### src/design/ddct_defs.svh
/*
 * Constants of the dual down-counter timer: widths and reset values.
 * Assumes inclusion by its bare name from files under design/.
 */
`ifndef DDCT_DEFS_SVH
`define DDCT_DEFS_SVH

// Width of one channel counter and of one nibble.
`define DDCT_CNT_W        8
`define DDCT_NIB_W        4
// Reset value of counters and reload registers.
`define DDCT_CNT_RST      8'h00
`define DDCT_RELOAD_RST   8'hff
// Reset value of the run controls and the oscillator switch.
`define DDCT_RUN_RST      1'b0
`define DDCT_OSC_RST      1'b0
// Reset value of the port data bits and float controls.
`define DDCT_PORT_DATA_RST  1'b1
`define DDCT_PORT_FLOAT_RST 1'b1

`endif

### src/design/ddct_pkg.sv
/*
 * Types shared by the dual down-counter timer.
 * Assumes ddct_defs.svh is available on the include path.
 */
package ddct_pkg;

   // Input clock source of one channel.
   typedef enum logic [1:0] {
      DDCT_SRC_INTERNAL,
      DDCT_SRC_FAST_OSC,
      DDCT_SRC_EVENT
   } ddct_src_t;

   // Configuration of one channel as software sets it.
   typedef struct packed {
      ddct_src_t  src;         // Clock source select.
      logic [7:0] reload;      // Value loaded on underflow.
   } ddct_chan_cfg_t;

   // Configuration of one special output port bit.
   typedef struct packed {
      logic special_sel;       // Pin carries the timer output when set and data is one.
      logic data;              // Port data register bit.
      logic float_ctl;         // High-impedance control.
   } ddct_port_cfg_t;

   // Sampled clock levels presented to a channel.
   typedef struct packed {
      logic internal_clk;      // Internal prescaled clock level.
      logic fast_osc_clk;      // Fast oscillator clock level.
   } ddct_clk_in_t;

endpackage

### src/design/ddct_timer.sv
/*
 * Dual 8-bit down-counter timer, chainable into one 16-bit counter, with run
 * control synchronised to the input clock, nibble reads with high-half latch,
 * a gated timer output and two special output port bits.
 * Assumes all inputs are synchronous to clk_i; clock sources arrive as levels
 * and a falling level is the counting edge.
 */
`include "ddct_defs.svh"

module ddct_timer (
   input  wire logic                    clk_i,            // System clock, 200 MHz.
   input  wire logic                    rst_i,            // Synchronous reset, active high.
   input  wire ddct_pkg::ddct_clk_in_t  clk_src_i,        // Internal and fast oscillator clock levels.
   input  wire logic                    event_clock_pin_i,// Event clock pin level.
   input  wire ddct_pkg::ddct_chan_cfg_t chan0_cfg_i,     // Channel 0 configuration.
   input  wire ddct_pkg::ddct_chan_cfg_t chan1_cfg_i,     // Channel 1 configuration.
   input  wire logic                    chain_16_i,       // Chain both channels into 16 bits.
   input  wire logic                    chan0_run_ctl_i,  // Channel 0 run control write data.
   input  wire logic                    chan0_run_wr_i,   // Channel 0 run control write strobe.
   input  wire logic                    chan1_run_ctl_i,  // Channel 1 run control write data.
   input  wire logic                    chan1_run_wr_i,   // Channel 1 run control write strobe.
   input  wire logic                    fast_osc_on_i,    // Fast oscillator switch write data.
   input  wire logic                    fast_osc_wr_i,    // Fast oscillator switch write strobe.
   input  wire logic [1:0]              rd_low_i,         // Low nibble read strobe per channel.
   input  wire logic                    timer_out_enable_i, // Timer output enable register.
   input  wire ddct_pkg::ddct_port_cfg_t port_a_cfg_i,    // Special port bit A controls.
   input  wire ddct_pkg::ddct_port_cfg_t port_b_cfg_i,    // Special port bit B controls.
   output logic                         chan0_run_ctl_o,  // Channel 0 run readback.
   output logic                         chan1_run_ctl_o,  // Channel 1 run readback.
   output logic [3:0]                   chan0_count_low_nibble_o,  // Channel 0 low nibble.
   output logic [3:0]                   chan0_count_high_nibble_o, // Channel 0 latched high nibble.
   output logic [3:0]                   chan1_count_low_nibble_o,  // Channel 1 low nibble.
   output logic [3:0]                   chan1_count_high_nibble_o, // Channel 1 latched high nibble.
   output logic                         fast_oscillator_on_o, // Fast oscillator enable.
   output logic                         event_port_in_o,  // Event pin level to input port.
   output logic                         timer_out_signal_o, // Gated timer output.
   output logic                         special_port_bit_a_o,  // Port A pin level.
   output logic                         special_port_bit_a_oe_n_o, // Port A drive, low drives.
   output logic                         special_port_bit_b_o,  // Port B pin level.
   output logic                         special_port_bit_b_oe_n_o  // Port B drive, low drives.
);

   // Counters, reload flags and run state of both channels.
   logic [7:0] cnt_r     [2];       // Live counter values.
   logic [7:0] cnt_nxt   [2];       // Next counter values.
   logic [1:0] run_req_r;           // Run control as last written.
   logic [1:0] run_act_r;           // Run state actually in force.
   logic [1:0] run_act_nxt;         // Next run state.
   logic [2:0] lvl_r;               // Previous internal, fast and event levels.
   logic [1:0] fall;                // Falling edge of each channel's input clock.
   logic [1:0] uflow;               // Underflow of each channel this cycle.
   logic       timer_out_signal_r;              // Raw timer output toggled on underflow.
   logic [3:0] hi_latch_r [2];      // High nibble captured on low read.
   logic       osc_r;               // Fast oscillator switch.

   // Selects the falling edge of a channel's chosen source; a stopped
   // fast oscillator yields no edges so the channel cannot advance.
   function automatic logic src_fall(input ddct_pkg::ddct_src_t s, input logic [2:0] now,
                                     input logic [2:0] prev, input logic osc);
      case (s)
         ddct_pkg::DDCT_SRC_INTERNAL: src_fall = prev[0] & ~now[0];
         ddct_pkg::DDCT_SRC_FAST_OSC: src_fall = osc & prev[1] & ~now[1];
         ddct_pkg::DDCT_SRC_EVENT:    src_fall = prev[2] & ~now[2];
         default:                     src_fall = 1'b0;
      endcase
   endfunction

   wire logic [2:0] lvl_now = {event_clock_pin_i, clk_src_i.fast_osc_clk, clk_src_i.internal_clk};

   assign fall[0] = src_fall(chan0_cfg_i.src, lvl_now, lvl_r, osc_r);
   // In chained mode channel 1 counts on channel 0 underflow instead of its own clock.
   assign fall[1] = chain_16_i ? fall[0] : src_fall(chan1_cfg_i.src, lvl_now, lvl_r, osc_r);

   // Channel 0 underflows at zero; channel 1 in chained mode only when both are zero.
   assign uflow[0] = fall[0] & run_act_r[0] & (cnt_r[0] == `DDCT_CNT_RST);
   assign uflow[1] = chain_16_i ? (uflow[0] & (cnt_r[1] == `DDCT_CNT_RST))
                                : (fall[1] & run_act_r[1] & (cnt_r[1] == `DDCT_CNT_RST));

   // Counting: a running channel decrements on every input falling edge, except channel 1 in chained mode, which steps on channel 0's borrow.
   // The stop taking effect on that same edge still decrements once.
   always_comb begin
      cnt_nxt[0] = cnt_r[0];
      if (fall[0] && run_act_r[0]) begin
         cnt_nxt[0] = uflow[0] ? chan0_cfg_i.reload : cnt_r[0] - 8'h01;
      end
      cnt_nxt[1] = cnt_r[1];
      if (chain_16_i) begin
         // Borrow from the low byte steps the high byte.
         if (fall[0] && run_act_r[0] && cnt_r[0] == `DDCT_CNT_RST) begin
            cnt_nxt[1] = uflow[1] ? chan1_cfg_i.reload : cnt_r[1] - 8'h01;
         end
      end else if (fall[1] && run_act_r[1]) begin
         cnt_nxt[1] = uflow[1] ? chan1_cfg_i.reload : cnt_r[1] - 8'h01;
      end
   end

   // The requested run state is adopted only at an input falling edge, so a
   // write with no clock activity leaves the channel where it was.
   always_comb begin
      run_act_nxt = run_act_r;
      if (fall[0]) begin
         run_act_nxt[0] = run_req_r[0];
      end
      if (fall[1]) begin
         run_act_nxt[1] = chain_16_i ? run_req_r[0] : run_req_r[1];
      end
   end

   // Run control registers take software writes immediately.
   always_ff @(posedge clk_i) begin
      if (rst_i) begin
         run_req_r <= {2{`DDCT_RUN_RST}};
      end else begin
         if (chan0_run_wr_i) run_req_r[0] <= chan0_run_ctl_i;
         if (chan1_run_wr_i) run_req_r[1] <= chan1_run_ctl_i;
      end
   end

   // Counter and run state registers.
   always_ff @(posedge clk_i) begin
      if (rst_i) begin
         cnt_r[0]  <= `DDCT_CNT_RST;
         cnt_r[1]  <= `DDCT_CNT_RST;
         run_act_r <= {2{`DDCT_RUN_RST}};
         lvl_r     <= 3'h0;
      end else begin
         cnt_r[0]  <= cnt_nxt[0];
         cnt_r[1]  <= cnt_nxt[1];
         run_act_r <= run_act_nxt;
         lvl_r     <= lvl_now;
      end
   end

   // Readback shows one while either the request or the real state is set,
   // so a cleared run still reads one until the channel has halted.
   always_ff @(posedge clk_i) begin
      if (rst_i) begin
         chan0_run_ctl_o <= `DDCT_RUN_RST;
         chan1_run_ctl_o <= `DDCT_RUN_RST;
      end else begin
         chan0_run_ctl_o <= run_req_r[0] | run_act_nxt[0];
         chan1_run_ctl_o <= run_req_r[1] | run_act_nxt[1];
      end
   end

   // A low-nibble read captures the high nibble beside it outside chained mode; in chained mode
   // only the lowest read captures, taking the upper byte's high nibble as well so both high
   // nibbles belong to one count; the low nibbles stay live, so software must read lowest first.
   always_ff @(posedge clk_i) begin
      if (rst_i) begin
         hi_latch_r[0] <= 4'h0;
         hi_latch_r[1] <= 4'h0;
      end else begin
         if (rd_low_i[0]) hi_latch_r[0] <= cnt_r[0][7:4];
         if (rd_low_i[1] && !chain_16_i) hi_latch_r[1] <= cnt_r[1][7:4];
         if (rd_low_i[0] && chain_16_i) hi_latch_r[1] <= cnt_r[1][7:4];
      end
   end

   // Count readback registers.
   always_ff @(posedge clk_i) begin
      if (rst_i) begin
         chan0_count_low_nibble_o  <= 4'h0;
         chan0_count_high_nibble_o <= 4'h0;
         chan1_count_low_nibble_o  <= 4'h0;
         chan1_count_high_nibble_o <= 4'h0;
      end else begin
         chan0_count_low_nibble_o  <= cnt_r[0][3:0];
         chan0_count_high_nibble_o <= hi_latch_r[0];
         chan1_count_low_nibble_o  <= cnt_r[1][3:0];
         chan1_count_high_nibble_o <= hi_latch_r[1];
      end
   end

   // Fast oscillator switch; off after reset. Software waits for it to
   // settle before starting a channel on it.
   always_ff @(posedge clk_i) begin
      if (rst_i) begin
         osc_r <= `DDCT_OSC_RST;
      end else if (fast_osc_wr_i) begin
         osc_r <= fast_osc_on_i;
      end
   end
   assign fast_oscillator_on_o = osc_r;

   // Raw output toggles on the selected channel's underflow.
   wire logic timer_out_signal_evt = chain_16_i ? uflow[1] : uflow[0];

   // Port pins: special signal only with data one and float zero; data
   // zero drives low; float one releases the pin.
   wire logic timer_out_signal_gated = timer_out_signal_r & timer_out_enable_i;
   wire logic pa_lvl = port_a_cfg_i.special_sel ? (port_a_cfg_i.data & timer_out_signal_gated) : port_a_cfg_i.data;
   wire logic pb_lvl = port_b_cfg_i.special_sel ? (port_b_cfg_i.data & timer_out_signal_gated) : port_b_cfg_i.data;

   // The enable gates the output without regard to the timer clock, so a
   // toggle of the enable can cut a pulse short; that hazard is accepted.
   always_ff @(posedge clk_i) begin
      if (rst_i) begin
         timer_out_signal_r                    <= 1'b0;
         timer_out_signal_o        <= 1'b0;
         event_port_in_o           <= 1'b0;
         special_port_bit_a_o      <= `DDCT_PORT_DATA_RST;
         special_port_bit_a_oe_n_o <= `DDCT_PORT_FLOAT_RST;
         special_port_bit_b_o      <= `DDCT_PORT_DATA_RST;
         special_port_bit_b_oe_n_o <= `DDCT_PORT_FLOAT_RST;
      end else begin
         if (timer_out_signal_evt) timer_out_signal_r <= ~timer_out_signal_r;
         timer_out_signal_o        <= timer_out_signal_gated;
         event_port_in_o           <= event_clock_pin_i;
         special_port_bit_a_o      <= pa_lvl;
         special_port_bit_a_oe_n_o <= port_a_cfg_i.float_ctl;
         special_port_bit_b_o      <= pb_lvl;
         special_port_bit_b_oe_n_o <= port_b_cfg_i.float_ctl;
      end
   end

endmodule

### config.mk
export PLATFORM = sky130hd
export DESIGN_NAME = ddct_timer
export DESIGN_NICKNAME = d
export VERILOG_FILES = /design/src/design/ddct_pkg.sv /design/src/design/ddct_timer.sv
export VERILOG_INCLUDE_DIRS = /design/src /design/src/design
export SDC_FILE = /design/constraint.sdc
export NUM_CORES = 1
export LEC_CHECK = 0
export BUFFER_PORTS_ARGS = -buffer_cell sky130_fd_sc_hd__buf_2
export CAP_MARGIN = 20
export CELL_PAD_IN_SITES_DETAIL_PLACEMENT = 1
export CELL_PAD_IN_SITES_GLOBAL_PLACEMENT = 2
export CORE_MARGIN = 3
export CORE_UTILIZATION = 25
export CTS_BUF_LIST = sky130_fd_sc_hd__clkbuf_2
export DETAILED_ROUTE_END_ITERATION = 8
export PLACE_DENSITY = 0.75
export SLEW_MARGIN = 20
export SYNTH_ARGS = -nofsm -noshare
export SYNTH_HDL_FRONTEND = slang
export SYNTH_SLANG_ARGS = --single-unit
### constraint.sdc
create_clock -name clk_i -period 2.5 [get_ports clk_i]
set_input_delay 0.125 -clock clk_i [delete_from_list [all_inputs] [get_ports clk_i]]
set_output_delay 0.125 -clock clk_i [all_outputs]
set_load 0.01 [all_outputs]
==> Yosys cells after proc, flatten, opt, wreduce, memory -nomap -nowiden <==
Memory sizes are Yosys's and may differ from the RTL's. A register that Yosys moved wholly into a read port is not among the register bits.
Index checks and enable logic that the tools add are counted.
{ "totals": {"reg_bits": 25, "ram_bits": 24, "input_bits": 41, "output_inout_bits": 25, "wordCells": 90, "memories": 2} }
{ "op_classes": {"add_sub_neg": 2, "n_eq_ne": 4, "mux": 33, "bitwise": 23, "reduce_logical": 10} }
{ "memory_table": {"columns": ["memory", "depth", "width", "read_ports", "rd_clocked_by_memory_dff", "write_ports", "line", "rtl"], "rows": [
  ["cnt_r", 2, 8, 2, 0, 2, "ddct_timer.sv:44", "logic [7:0] cnt_r [2];"],
  ["hi_latch_r", 2, 4, 2, 2, 2, "ddct_timer.sv:53", "logic [3:0] hi_latch_r [2];"]
]} }
{ "ops": {"columns": ["op", "n"], "rows": [
  ["2-to-1 mux 8 bit", 8],
  ["2-to-1 mux 1 bit", 20],
  ["zero test 8 bit", 2],
  ["subtractor 8 x 1 -> 8 bit (second input constant)", 2],
  ["bitwise AND 1 bit", 12],
  ["2-to-1 mux 4 bit", 3],
  ["bitwise OR 1 bit", 7],
  ["case mux 1 bit (3 select lines)", 2],
  ["logical AND 1 bit", 5],
  ["== test 2 x 1 -> 1 bit (second input constant)", 2],
  ["== test 2 bit (second input constant)", 2],
  ["zero test 2 bit", 2],
  ["inverter 1 bit", 4],
  ["zero test 1 bit", 1]
]} }

==> Longest topological paths before layout <==
Gate-level depths: netlist of run 1.
{ "depth": {"ltp_word": 11, "ltp_mapped": 8} }

==> Least setup slack after synthesis of run 1 <==
No wires, ideal clock.
{ "synth_timing": {"path_kind": "register to register", "from": "mem cnt_r[0][0]", "to": "reg timer_out_signal_r", "t_arrival_ns": 1.995, "setup_slack_ns": 0.435, "path_stages_with_launch": 9, "period_less_slack_ns": 2.065, "path_cell_list": "dfxtp_1 inv_1 ha_1 or3b_2 or2_1 clkbuf_2 a21o_1 or3_1 a21oi_1"} }
{ "synth_rtl": {"columns": ["item", "line", "rtl"], "rows": [
  ["start, declared", "ddct_timer.sv:44", null],
  ["end signal, assigned", "ddct_timer.sv:207", "if (timer_out_signal_evt) timer_out_signal_r <= ~timer_out_signal_r;"],
  ["end, declared", "ddct_timer.sv:52", "logic timer_out_signal_r;"]
]} }

==> results of run 1 <==
==> sequential cells by signal, summed over array words and instances, names as in the netlist, 2 cells and up <==
name and count:
run_act_r 2, chan0_count_low_nibble_o 4, chan1_count_low_nibble_o 4, chan1_count_high_nibble_o 4, cnt_r 16, chan0_count_high_nibble_o 4
hi_latch_r 8, lvl_r 3, run_req_r 2
==> synth_stat cells, types with 5 or more instances <==
library cell and count:
dfxtp_1 48, nor2_1 26, a21oi_1 19, nor2b_1 14, inv_1 13, o21ai_0 12
nand2_1 10, mux2i_1 9, and2_1 8, edfxtp_1 8, clkbuf_1 7, nor3_1 7
nand2b_1 6, a211oi_1 5
==> logic make-up (layout without fill, tap and decap cells) <==
family | Yosys count | count (layout) | share of synthesized area, %
AND/OR/NAND/NOR | 96 | 96 | 22.1
AO/OA/AOI/OAI | 62 | 62 | 17.0
flip-flops | 56 | 56 | 50.2
buffers and inverters | 25 | 118 | 4.40
multiplexers | 11 | 11 | 4.71
adder cells (fa/ha/maj) | 3 | 3 | 1.57
==> worst max-delay path by stage <==
stage,start,to,slack [ns]
after floorplan,cnt_r[0][0]$_SDFFE_PP0P_,timer_out_signal_r$_SDFFE_PP0P_,0.43
after global placement,cnt_r[0][0]$_SDFFE_PP0P_,cnt_r[0][10]$_SDFFE_PP0P_,0.37
after CTS,cnt_r[0][0]$_SDFFE_PP0P_,cnt_r[0][10]$_SDFFE_PP0P_,0.28
final,cnt_r[0][0]$_SDFFE_PP0P_,timer_out_signal_r$_SDFFE_PP0P_,0.29
after detailed placement,cnt_r[0][0]$_SDFFE_PP0P_,cnt_r[0][10]$_SDFFE_PP0P_,0.29
after global routing,lvl_r[0]$_SDFF_PP0_,cnt_r[0][0]$_SDFFE_PP0P_,0.14
==> layer usage <==
layer,vias to the layer above,track usage (%),routed length (um)
li1,1077,-,-
met2,49,19.9,2980
met1,972,15.6,3080
met3,7,3.36,326
met5,-,0,0
met4,0,3.23,72
==> power by group <==
group | total, W | switching, W | internal, W
sequential | 0.000946 | 0.00000787 | 0.000938
clock | 0.000367 | 0.000296 | 0.0000711
combinational | 0.000154 | 0.0000694 | 0.0000850
==> worst max-delay path, stage by stage (launching register included) <==
cell	delay (ns)
dfxtp_1	0.36
inv_1	0.14
ha_1	0.22
or3b_2	0.51
or2_1	0.32
a21o_1	0.19
or3_1	0.31
a21oi_1	0.14
==> layout make-up <==
| class | instances | area, um2 |
|---|---|---|
| sequential | 56 | 1200 |
| tap | 129 | 161 |
| timing repair buffer | 97 | 628 |
| clock buffer | 6 | 30.0 |
| multi-input combinational | 172 | 1080 |
| fill | 1116 | 6120 |
| inverter | 13 | 48.8 |
| clock inverter | 2 | 12.5 |
==> repair_timing <==
action,CTS,global route
hold buffers,23,2
gates resized for setup,0,0
endpoints found under the hold margin,18,4
endpoints found under the setup margin,0,0
==> per-stage QoR <==
stage / worst slack [ns] / area [um2] / hold WS (ns)
finish: 0.293 / 3170 / 0.0411
global route: 0.139 / 3170 / 0.0131
CTS: 0.283 / 3150 / 0.00145
floorplan: 0.435 / 2390 / 0.229
global placement: 0.366 / 2870 / 0.316
detailed placement: 0.293 / 2870 / 0.315
==> metrics.txt, run 1 <==
P_leak=1.37 nW; die area=0.0108 mm2; Critical Path AT=2.62 ns; vias per cell=roughly 4.4; Syn Inst Count=253; clock sink count=56; CP Data Required Time=about 2.9 ns; height of the die=just over 100 um; core footprint=a little over 0.009 mm2; share of layout cells above drive strength 1=26.6%; DRT Pass-1 Iters=4; HP Start=chan1_cfg_i[1]; Peak Freq=about 450 MHz; VDD IR max=0.000170 V; Avg WL per Cell=13.6 um; Hold Crit Class=in -> reg; Pwr Density=roughly 460 mW/mm2; Port Buffers=65; diode count=0; RSZ-0062 raised after global routing=no; Vias=roughly 2.1k; CTS Root Cell=clkbuf_2; Final ANT Viol Nets=0; Top Ports=66; status=finished clean; Nets=slightly below 400; Final Hold Violating Endpoints=0; Yosys top cell by area=dfxtp_1; Mapped Area=between 0.002 and 0.0025 mm2; largest cells by area after synthesis=dfxtp_1, edfxtp_1, nor2_1; setup TNS=0 ns; predominant post-synthesis flop cell=dfxtp_1; dpl hpwl=4700 um; sequential-to-total area share from yosys stat=50.2%; placed cell count=442; r2r startpoint=cnt_r[0][0]$_SDFFE_PP0P_; number of synthesized flops with an enable pin=8; CTS buffer count=5; worst slew pin tran=a little under 0.9 ns; area delta synth->final=32.4%; r2r endpoint=timer_out_signal_r$_SDFFE_PP0P_; Tot Pwr=between 0.001 and 0.0015 W; CP Launch Type=flop; WHS Path Cells=4; Slew HR=40.5%; Clock Tree Buf Depth=2; grt ovf=0; crit end category=flop; Pins Over Slew Limit=0; Final period util=between 80% and 90%; setup bufs post-CTS=0; Mapped Nets=297; FF-to-FF setup slack=approximately 0.29 ns; chip width=just over 100 um; TritonCTS clock tree=built; Initial Util=25.8%; Max-Cap Viols=0; first-pass GRT wire length=~11000 um; initial DRC count=81; ys async rst share=0%; critical path type=reg -> reg; routability cong.=0.761; antenna violations before repair=0; mean post-synth cell area=~9.5 um2; Yosys cell types=48; # setup viols final=0; yosys warns=0; CTS HTree Levels=2; min cycle time layout=2.21 ns; largest net degree at the start of global routing=31; Yosys reg bits=56; Max FO, Critical Path=6; most common cell after layout, fill and taps aside=buf_2; clock transition at the registers of the reported paths=0.28 ns; GRT Util Overall=12.1%; Site Rows=35; vias in the first global route=approximately 2.2k; reg2reg path depth=7; clk_skew=around 0.025 ns; final WL=6460 um; drt drc=0; Worst-Skew Late Latency=0.46 ns; Hold Crit Endpoint=cnt_r[0][9]$_SDFFE_PP0P_; share of the synthesized area in the top cell type=about two fifths; most frequent cells in the layout=buf_2, dfxtp_1, nor2_1; Final Util=34.1%; Layout Cells excl Fill=475
No activity file was read; power rests on OpenSTA's default activity.
==> run 2: changes to the inputs <==
- CAP_MARGIN: 20 -> not set
- HOLD_SLACK_MARGIN: not set -> 0.12
==> metrics.txt, run 2 (synthesized netlist as in run 1, its figures left out) <==
Area after DPL=0.00287 mm2 (unchanged); Worst-Skew Late Latency=0.46 ns (about the same); max FFs per register=16 (unchanged); Port Buffers=65 (unchanged); clk_skew=0.0247 ns (-0.000698 ns); # setup viols final=0 (unchanged); slowest cell on the critical path=or3b_2; diode count=0 (unchanged); vias per cell=4.43 (about the same); DRT Pass-1 Iters=4 (unchanged); crit path cell chain=inv_1, ha_1, or3b_2, or2_1, a21o_1, or3_1, a21oi_1; Layout Cells excl Fill=487 (+2.5%); Final period util=88.3% (about the same); Slew HR=39.8% (-0.68 points); height of the die=104 um (unchanged); Nets=401 (+3.1%); most common cell after layout, fill and taps aside=buf_2; dpl hpwl=4700 um (unchanged); Final Hold Violating Endpoints=0 (unchanged); Avg WL per Cell=13.4 um (-1.4%); Final Util=35.4% (+1.3 points); RSZ-0062 raised after global routing=no; die area=0.0108 mm2 (unchanged); Max-Cap Viols=0 (unchanged); chip width=104 um (unchanged); crit end category=flop; routability cong.=0.761 (unchanged); Regs by FF count=cnt_r x16, hi_latch_r x8; CTS Root Cell=clkbuf_2; P_leak=1.42 nW (+3.9%); Clock Tree Buf Depth=2 (unchanged); share of layout cells above drive strength 1=25.7% (-0.89 points); initial DRC count=103 (+27%); fin area=0.00329 mm2 (+3.8%); CP Data Required Time=2.91 ns (about the same); Initial Util=25.8% (unchanged); Tot Pwr=0.00148 W (+0.91%); GRT Util Overall=12.4% (+0.36 points); most frequent cells in the layout=buf_2, dfxtp_1, dlygate4sd3_1; area delta synth->final=37.5%; min cycle time layout=2.21 ns (+0.0000230 ns); Pins Over Slew Limit=0 (unchanged); CTS HTree Levels=2 (unchanged); Critical Path AT=2.62 ns (about the same); CP Launch Type=flop; largest net degree at the start of global routing=31 (unchanged); Biggest register=cnt_r; placed cell count=442 (unchanged); Pwr Density=450 mW/mm2 (-2.8%); post-CTS sizing=0 (unchanged); Hold Crit Class=in -> reg; critical path type=reg -> reg; clock sink count=56 (unchanged); final WL=6530 um (+1.1%); grt ovf=0 (unchanged); clock transition at the registers of the reported paths=0.30 ns (+0.02 ns); drt drc=0 (unchanged); Max FO, Critical Path=6 (unchanged); Final ANT Viol Nets=0 (unchanged); Worst Path Buf+Inv=1 (unchanged); Site Rows=35 (unchanged); setup TNS=0 ns (unchanged); core footprint=0.00928 mm2 (unchanged); antenna violations before repair=0 (unchanged); CP max stage delay=0.51 ns (about the same); Peak Freq=453 MHz (about the same); CTS buffer count=5 (unchanged); VDD IR max=0.000171 V (+0.35%); TritonCTS clock tree=built; CP top delay family=simple AND/OR/NAND/NOR gates; worst slew pin tran=0.899 ns (+0.0102 ns); vias in the first global route=2269 (+3.4%); status=finished clean; Top Ports=66 (unchanged); first-pass GRT wire length=11100 um (+3.0%); Vias=2157 (+2.5%); FF-to-FF setup slack=0.29 ns (about the same)
-- run 2: layer usage --
layer | routed length [um] | vias up | global-route usage, %
met2 | 3040 | 49 | 20.6
met1 | 3110 | 1000 | 16.2
met3 | 278 | 9 | 3.05
met5 | 0 | - | 0
met4 | 93 | 0 | 3.61
li1 | - | 1099 | -
-- run 2: path summary, 6_finish.rpt --
kind,start,to,cells after the start
max,cnt_r[0][0]$_SDFFE_PP0P_,timer_out_signal_r$_SDFFE_PP0P_,7
min,chan1_cfg_i[8],run_act_r[1]$_SDFF_PP0_,5
min reg2reg,hi_latch_r[1][2]$_DFFE_PP_,chan1_count_high_nibble_o[2]$_SDFF_PP0_,1
max reg2reg,cnt_r[0][0]$_SDFFE_PP0P_,timer_out_signal_r$_SDFFE_PP0P_,7
-- run 2: per-stage QoR --
stage | setup WS (ns) | hold slack [ns]
5_1_grt | 0.139 | 0.150
4_1_cts | 0.283 | 0.121
3_5_place_dp | 0.293 | 0.315
6_report | 0.293 | 0.159
2_1_floorplan | 0.435 | 0.229
3_3_place_gp | 0.366 | 0.316
-- run 2: layout make-up --
class                   count  area [um2]
clock buffers               6        30.0
clock inverters             2        12.5
fillers                  1109        6000
inverters                  13        48.8
multi-input cells         172        1080
flip-flops and latches     56        1200
well taps                 129         161
repair buffers            109         748
-- run 2: where the power goes --
part	switching [W]	total, W	internal [W]
sequential	0.00000789	0.000946	0.000938
combinational	0.0000717	0.000168	0.0000961
clock	0.000295	0.000367	0.0000711
-- run 2: worst min-delay path: cells and delay by family --
| family | cells | cell delay, ns |
|---|---|---|
| AOI/OAI and AO/OA | 2 | 0.10 |
| buffers and inverters | 1 | 0.09 |
| and+or+nand+nor | 2 | 0.30 |
-- run 2: repair_timing --
item                                   4_1_cts  5_1_grt
hold buffers                                36        1
buffers inserted                             0        0
endpoints found under the hold margin       37        1
==> run 3: changes to the inputs <==
- GPL_TIMING_DRIVEN: not set -> 0
- SKIP_CTS_REPAIR_TIMING: not set -> 1
==> metrics.txt, run 3 (synthesized netlist as in run 1, its figures left out) <==
final WL=6730 um (+3.0%); Max FO, Critical Path=6 (unchanged); most common cell after layout, fill and taps aside=buf_2; routability cong.=0.767 (+0.85%); slowest cell on the critical path=or3b_2; min cycle time layout=2.35 ns (+0.143 ns); diode count=0 (unchanged); Tot Pwr=0.00167 W (+13%); Fin Hold WS=0.0812 ns (-0.0776 ns); setup TNS=0 ns (unchanged); Top Ports=66 (unchanged); core footprint=0.00928 mm2 (unchanged); drt drc=0 (unchanged); FF-to-FF setup slack=0.15 ns (-0.14 ns); CP Data Required Time=2.90 ns (about the same); Crit. path cell count=8 (+1); crit end category=flop; RSZ-0062 raised after global routing=no; Biggest register=cnt_r; max FFs per register=16 (unchanged); Final Util=35.8% (+0.36 points); Worst-Skew Late Latency=0.46 ns (about the same); vias per cell=4.52 (+1.9%); CTS Root Cell=clkbuf_2; die area=0.0108 mm2 (unchanged); chip width=104 um (unchanged); most frequent cells in the layout=buf_2, dfxtp_1, dlygate4sd3_1; area delta synth->final=38.9%; Nets=404 (+0.75%); status=finished clean; Critical Path AT=2.74 ns (+0.12 ns); Critical Path Sink=timer_out_signal_r$_SDFFE_PP0P_; largest net degree at the start of global routing=17 (-45%); Max-Cap Viols=0 (unchanged); Vias=2208 (+2.4%); height of the die=104 um (unchanged); TritonCTS clock tree=built; clock sink count=56 (unchanged); P_leak=1.42 nW (about the same); first-pass GRT wire length=10800 um (-3.3%); antenna violations before repair=0 (unchanged); CTS buffer count=5 (unchanged); CP startpoint=cnt_r[0][0]$_SDFFE_PP0P_; Site Rows=35 (unchanged); reg2reg path depth=8 (+1); Setup WS pre-CTS=0.0524 ns (-0.241 ns); CP Launch Type=flop; # setup viols final=0 (unchanged); VDD IR max=0.000209 V (+22%); Peak Freq=426 MHz (-6.1%); clk_skew=0.0217 ns (-0.00294 ns); Final period util=94.0% (+5.7 points); Regs by FF count=cnt_r x16, hi_latch_r x8; Worst Path Buf+Inv=2 (+1); CTS HTree Levels=2 (unchanged); r2r endpoint=timer_out_signal_r$_SDFFE_PP0P_; Final ANT Viol Nets=0 (unchanged); fin worst setup slack=0.151 ns (-0.143 ns); worst slew pin tran=0.665 ns (-0.234 ns); grt ovf=0 (unchanged); share of layout cells above drive strength 1=24.2% (-1.5 points); Initial Util=25.8% (unchanged); Slew HR=55.4% (+16 points); CP max stage delay=0.51 ns (about the same); Port Buffers=63 (-3.1%); Clock Tree Buf Depth=2 (unchanged); dpl hpwl=4900 um (+4.1%); fillcell total=1117 (+0.72%); CP top delay family=simple AND/OR/NAND/NOR gates; Pins Over Slew Limit=0 (unchanged); vias in the first global route=2158 (-4.9%); critical path type=reg -> reg; crit path cell chain=inv_1, ha_1, or3b_2, or2_1, clkbuf_2, a21o_1, or3_1, a21oi_1; GRT Util Overall=12.2% (-0.27 points); Avg WL per Cell=13.8 um (+2.6%); Final Hold Violating Endpoints=0 (unchanged); Pwr Density=503 mW/mm2 (+12%); clock transition at the registers of the reported paths=0.29 ns (about the same); initial DRC count=60 (-42%); DRT Pass-1 Iters=4 (unchanged); r2r startpoint=cnt_r[0][0]$_SDFFE_PP0P_; Hold Crit Class=in -> reg
==> run 3: changes by cell type in the layout (fill, tap and decap cells not counted), sizes merged <==
cell,change
clkbuf,+7
buf,-4
clkinvlp,-1
dlygate4sd3,-1
bufinv,+2
clkinv,-1
==> run 3: how the worst min path moves through the flow <==
stage / from / to / slack (ns) / cells past startpoint
2_1_floorplan: port_a_cfg_i[0] / special_port_bit_a_oe_n_o$_SDFF_PP1_ / 0.23 / 1
3_3_place_gp: port_a_cfg_i[0] / special_port_bit_a_oe_n_o$_SDFF_PP1_ / 0.32 / 2
3_5_place_dp: port_b_cfg_i[0] / special_port_bit_b_oe_n_o$_SDFF_PP1_ / 0.32 / 2
4_1_cts: port_b_cfg_i[0] / special_port_bit_b_oe_n_o$_SDFF_PP1_ / -0.19 / 2
5_1_grt: rd_low_i[1] / hi_latch_r[1][3]$_DFFE_PP_ / 0.13 / 3
6_report: rst_i / chan1_count_low_nibble_o[2]$_SDFF_PP0_ / 0.08 / 2
==> run 3: cell type report <==
| type | count | area (um2) | share of cell area (%) |
|---|---|---|---|
| plain buffers | 12 | 56.3 | 1.70 |
| clock buffers | 5 | 25.0 | 0.754 |
| clock inverters | 2 | 60.1 | 1.81 |
| inverters | 13 | 48.8 | 1.47 |
| multi-input cells | 172 | 1080 | 32.7 |
| flip-flops and latches | 56 | 1200 | 36.2 |
| well taps | 129 | 161 | 4.86 |
| repair buffers | 100 | 683 | 20.6 |
==> run 3: stage by stage <==
step | instance area (um2) | std cells
finish | 3320 | 489
global route | 3320 | 489
CTS | 2950 | 452
detailed placement | 2870 | 445
global placement | 2870 | 445
floorplan | 2390 | 253
==> run 3: layer usage <==
layer	part of all wire (%)	wire length (um)	global-route usage [%]
met2	48	3200	20.5
met1	47	3170	15.4
met4	1.3	90	3.51
met5	0	0	0
met3	4.0	267	3.18
==> run 3: report_power, final <==
group / leakage (nW) / internal, W / total (W) / switching (W)
registers: 0.479 / 0.000938 / 0.000946 / 0.00000807
logic: 0.891 / 0.0000940 / 0.000167 / 0.0000729
clock network: 0.0490 / 0.000263 / 0.000557 / 0.000294
total: 1.42 / 0.00130 / 0.00167 / 0.000375
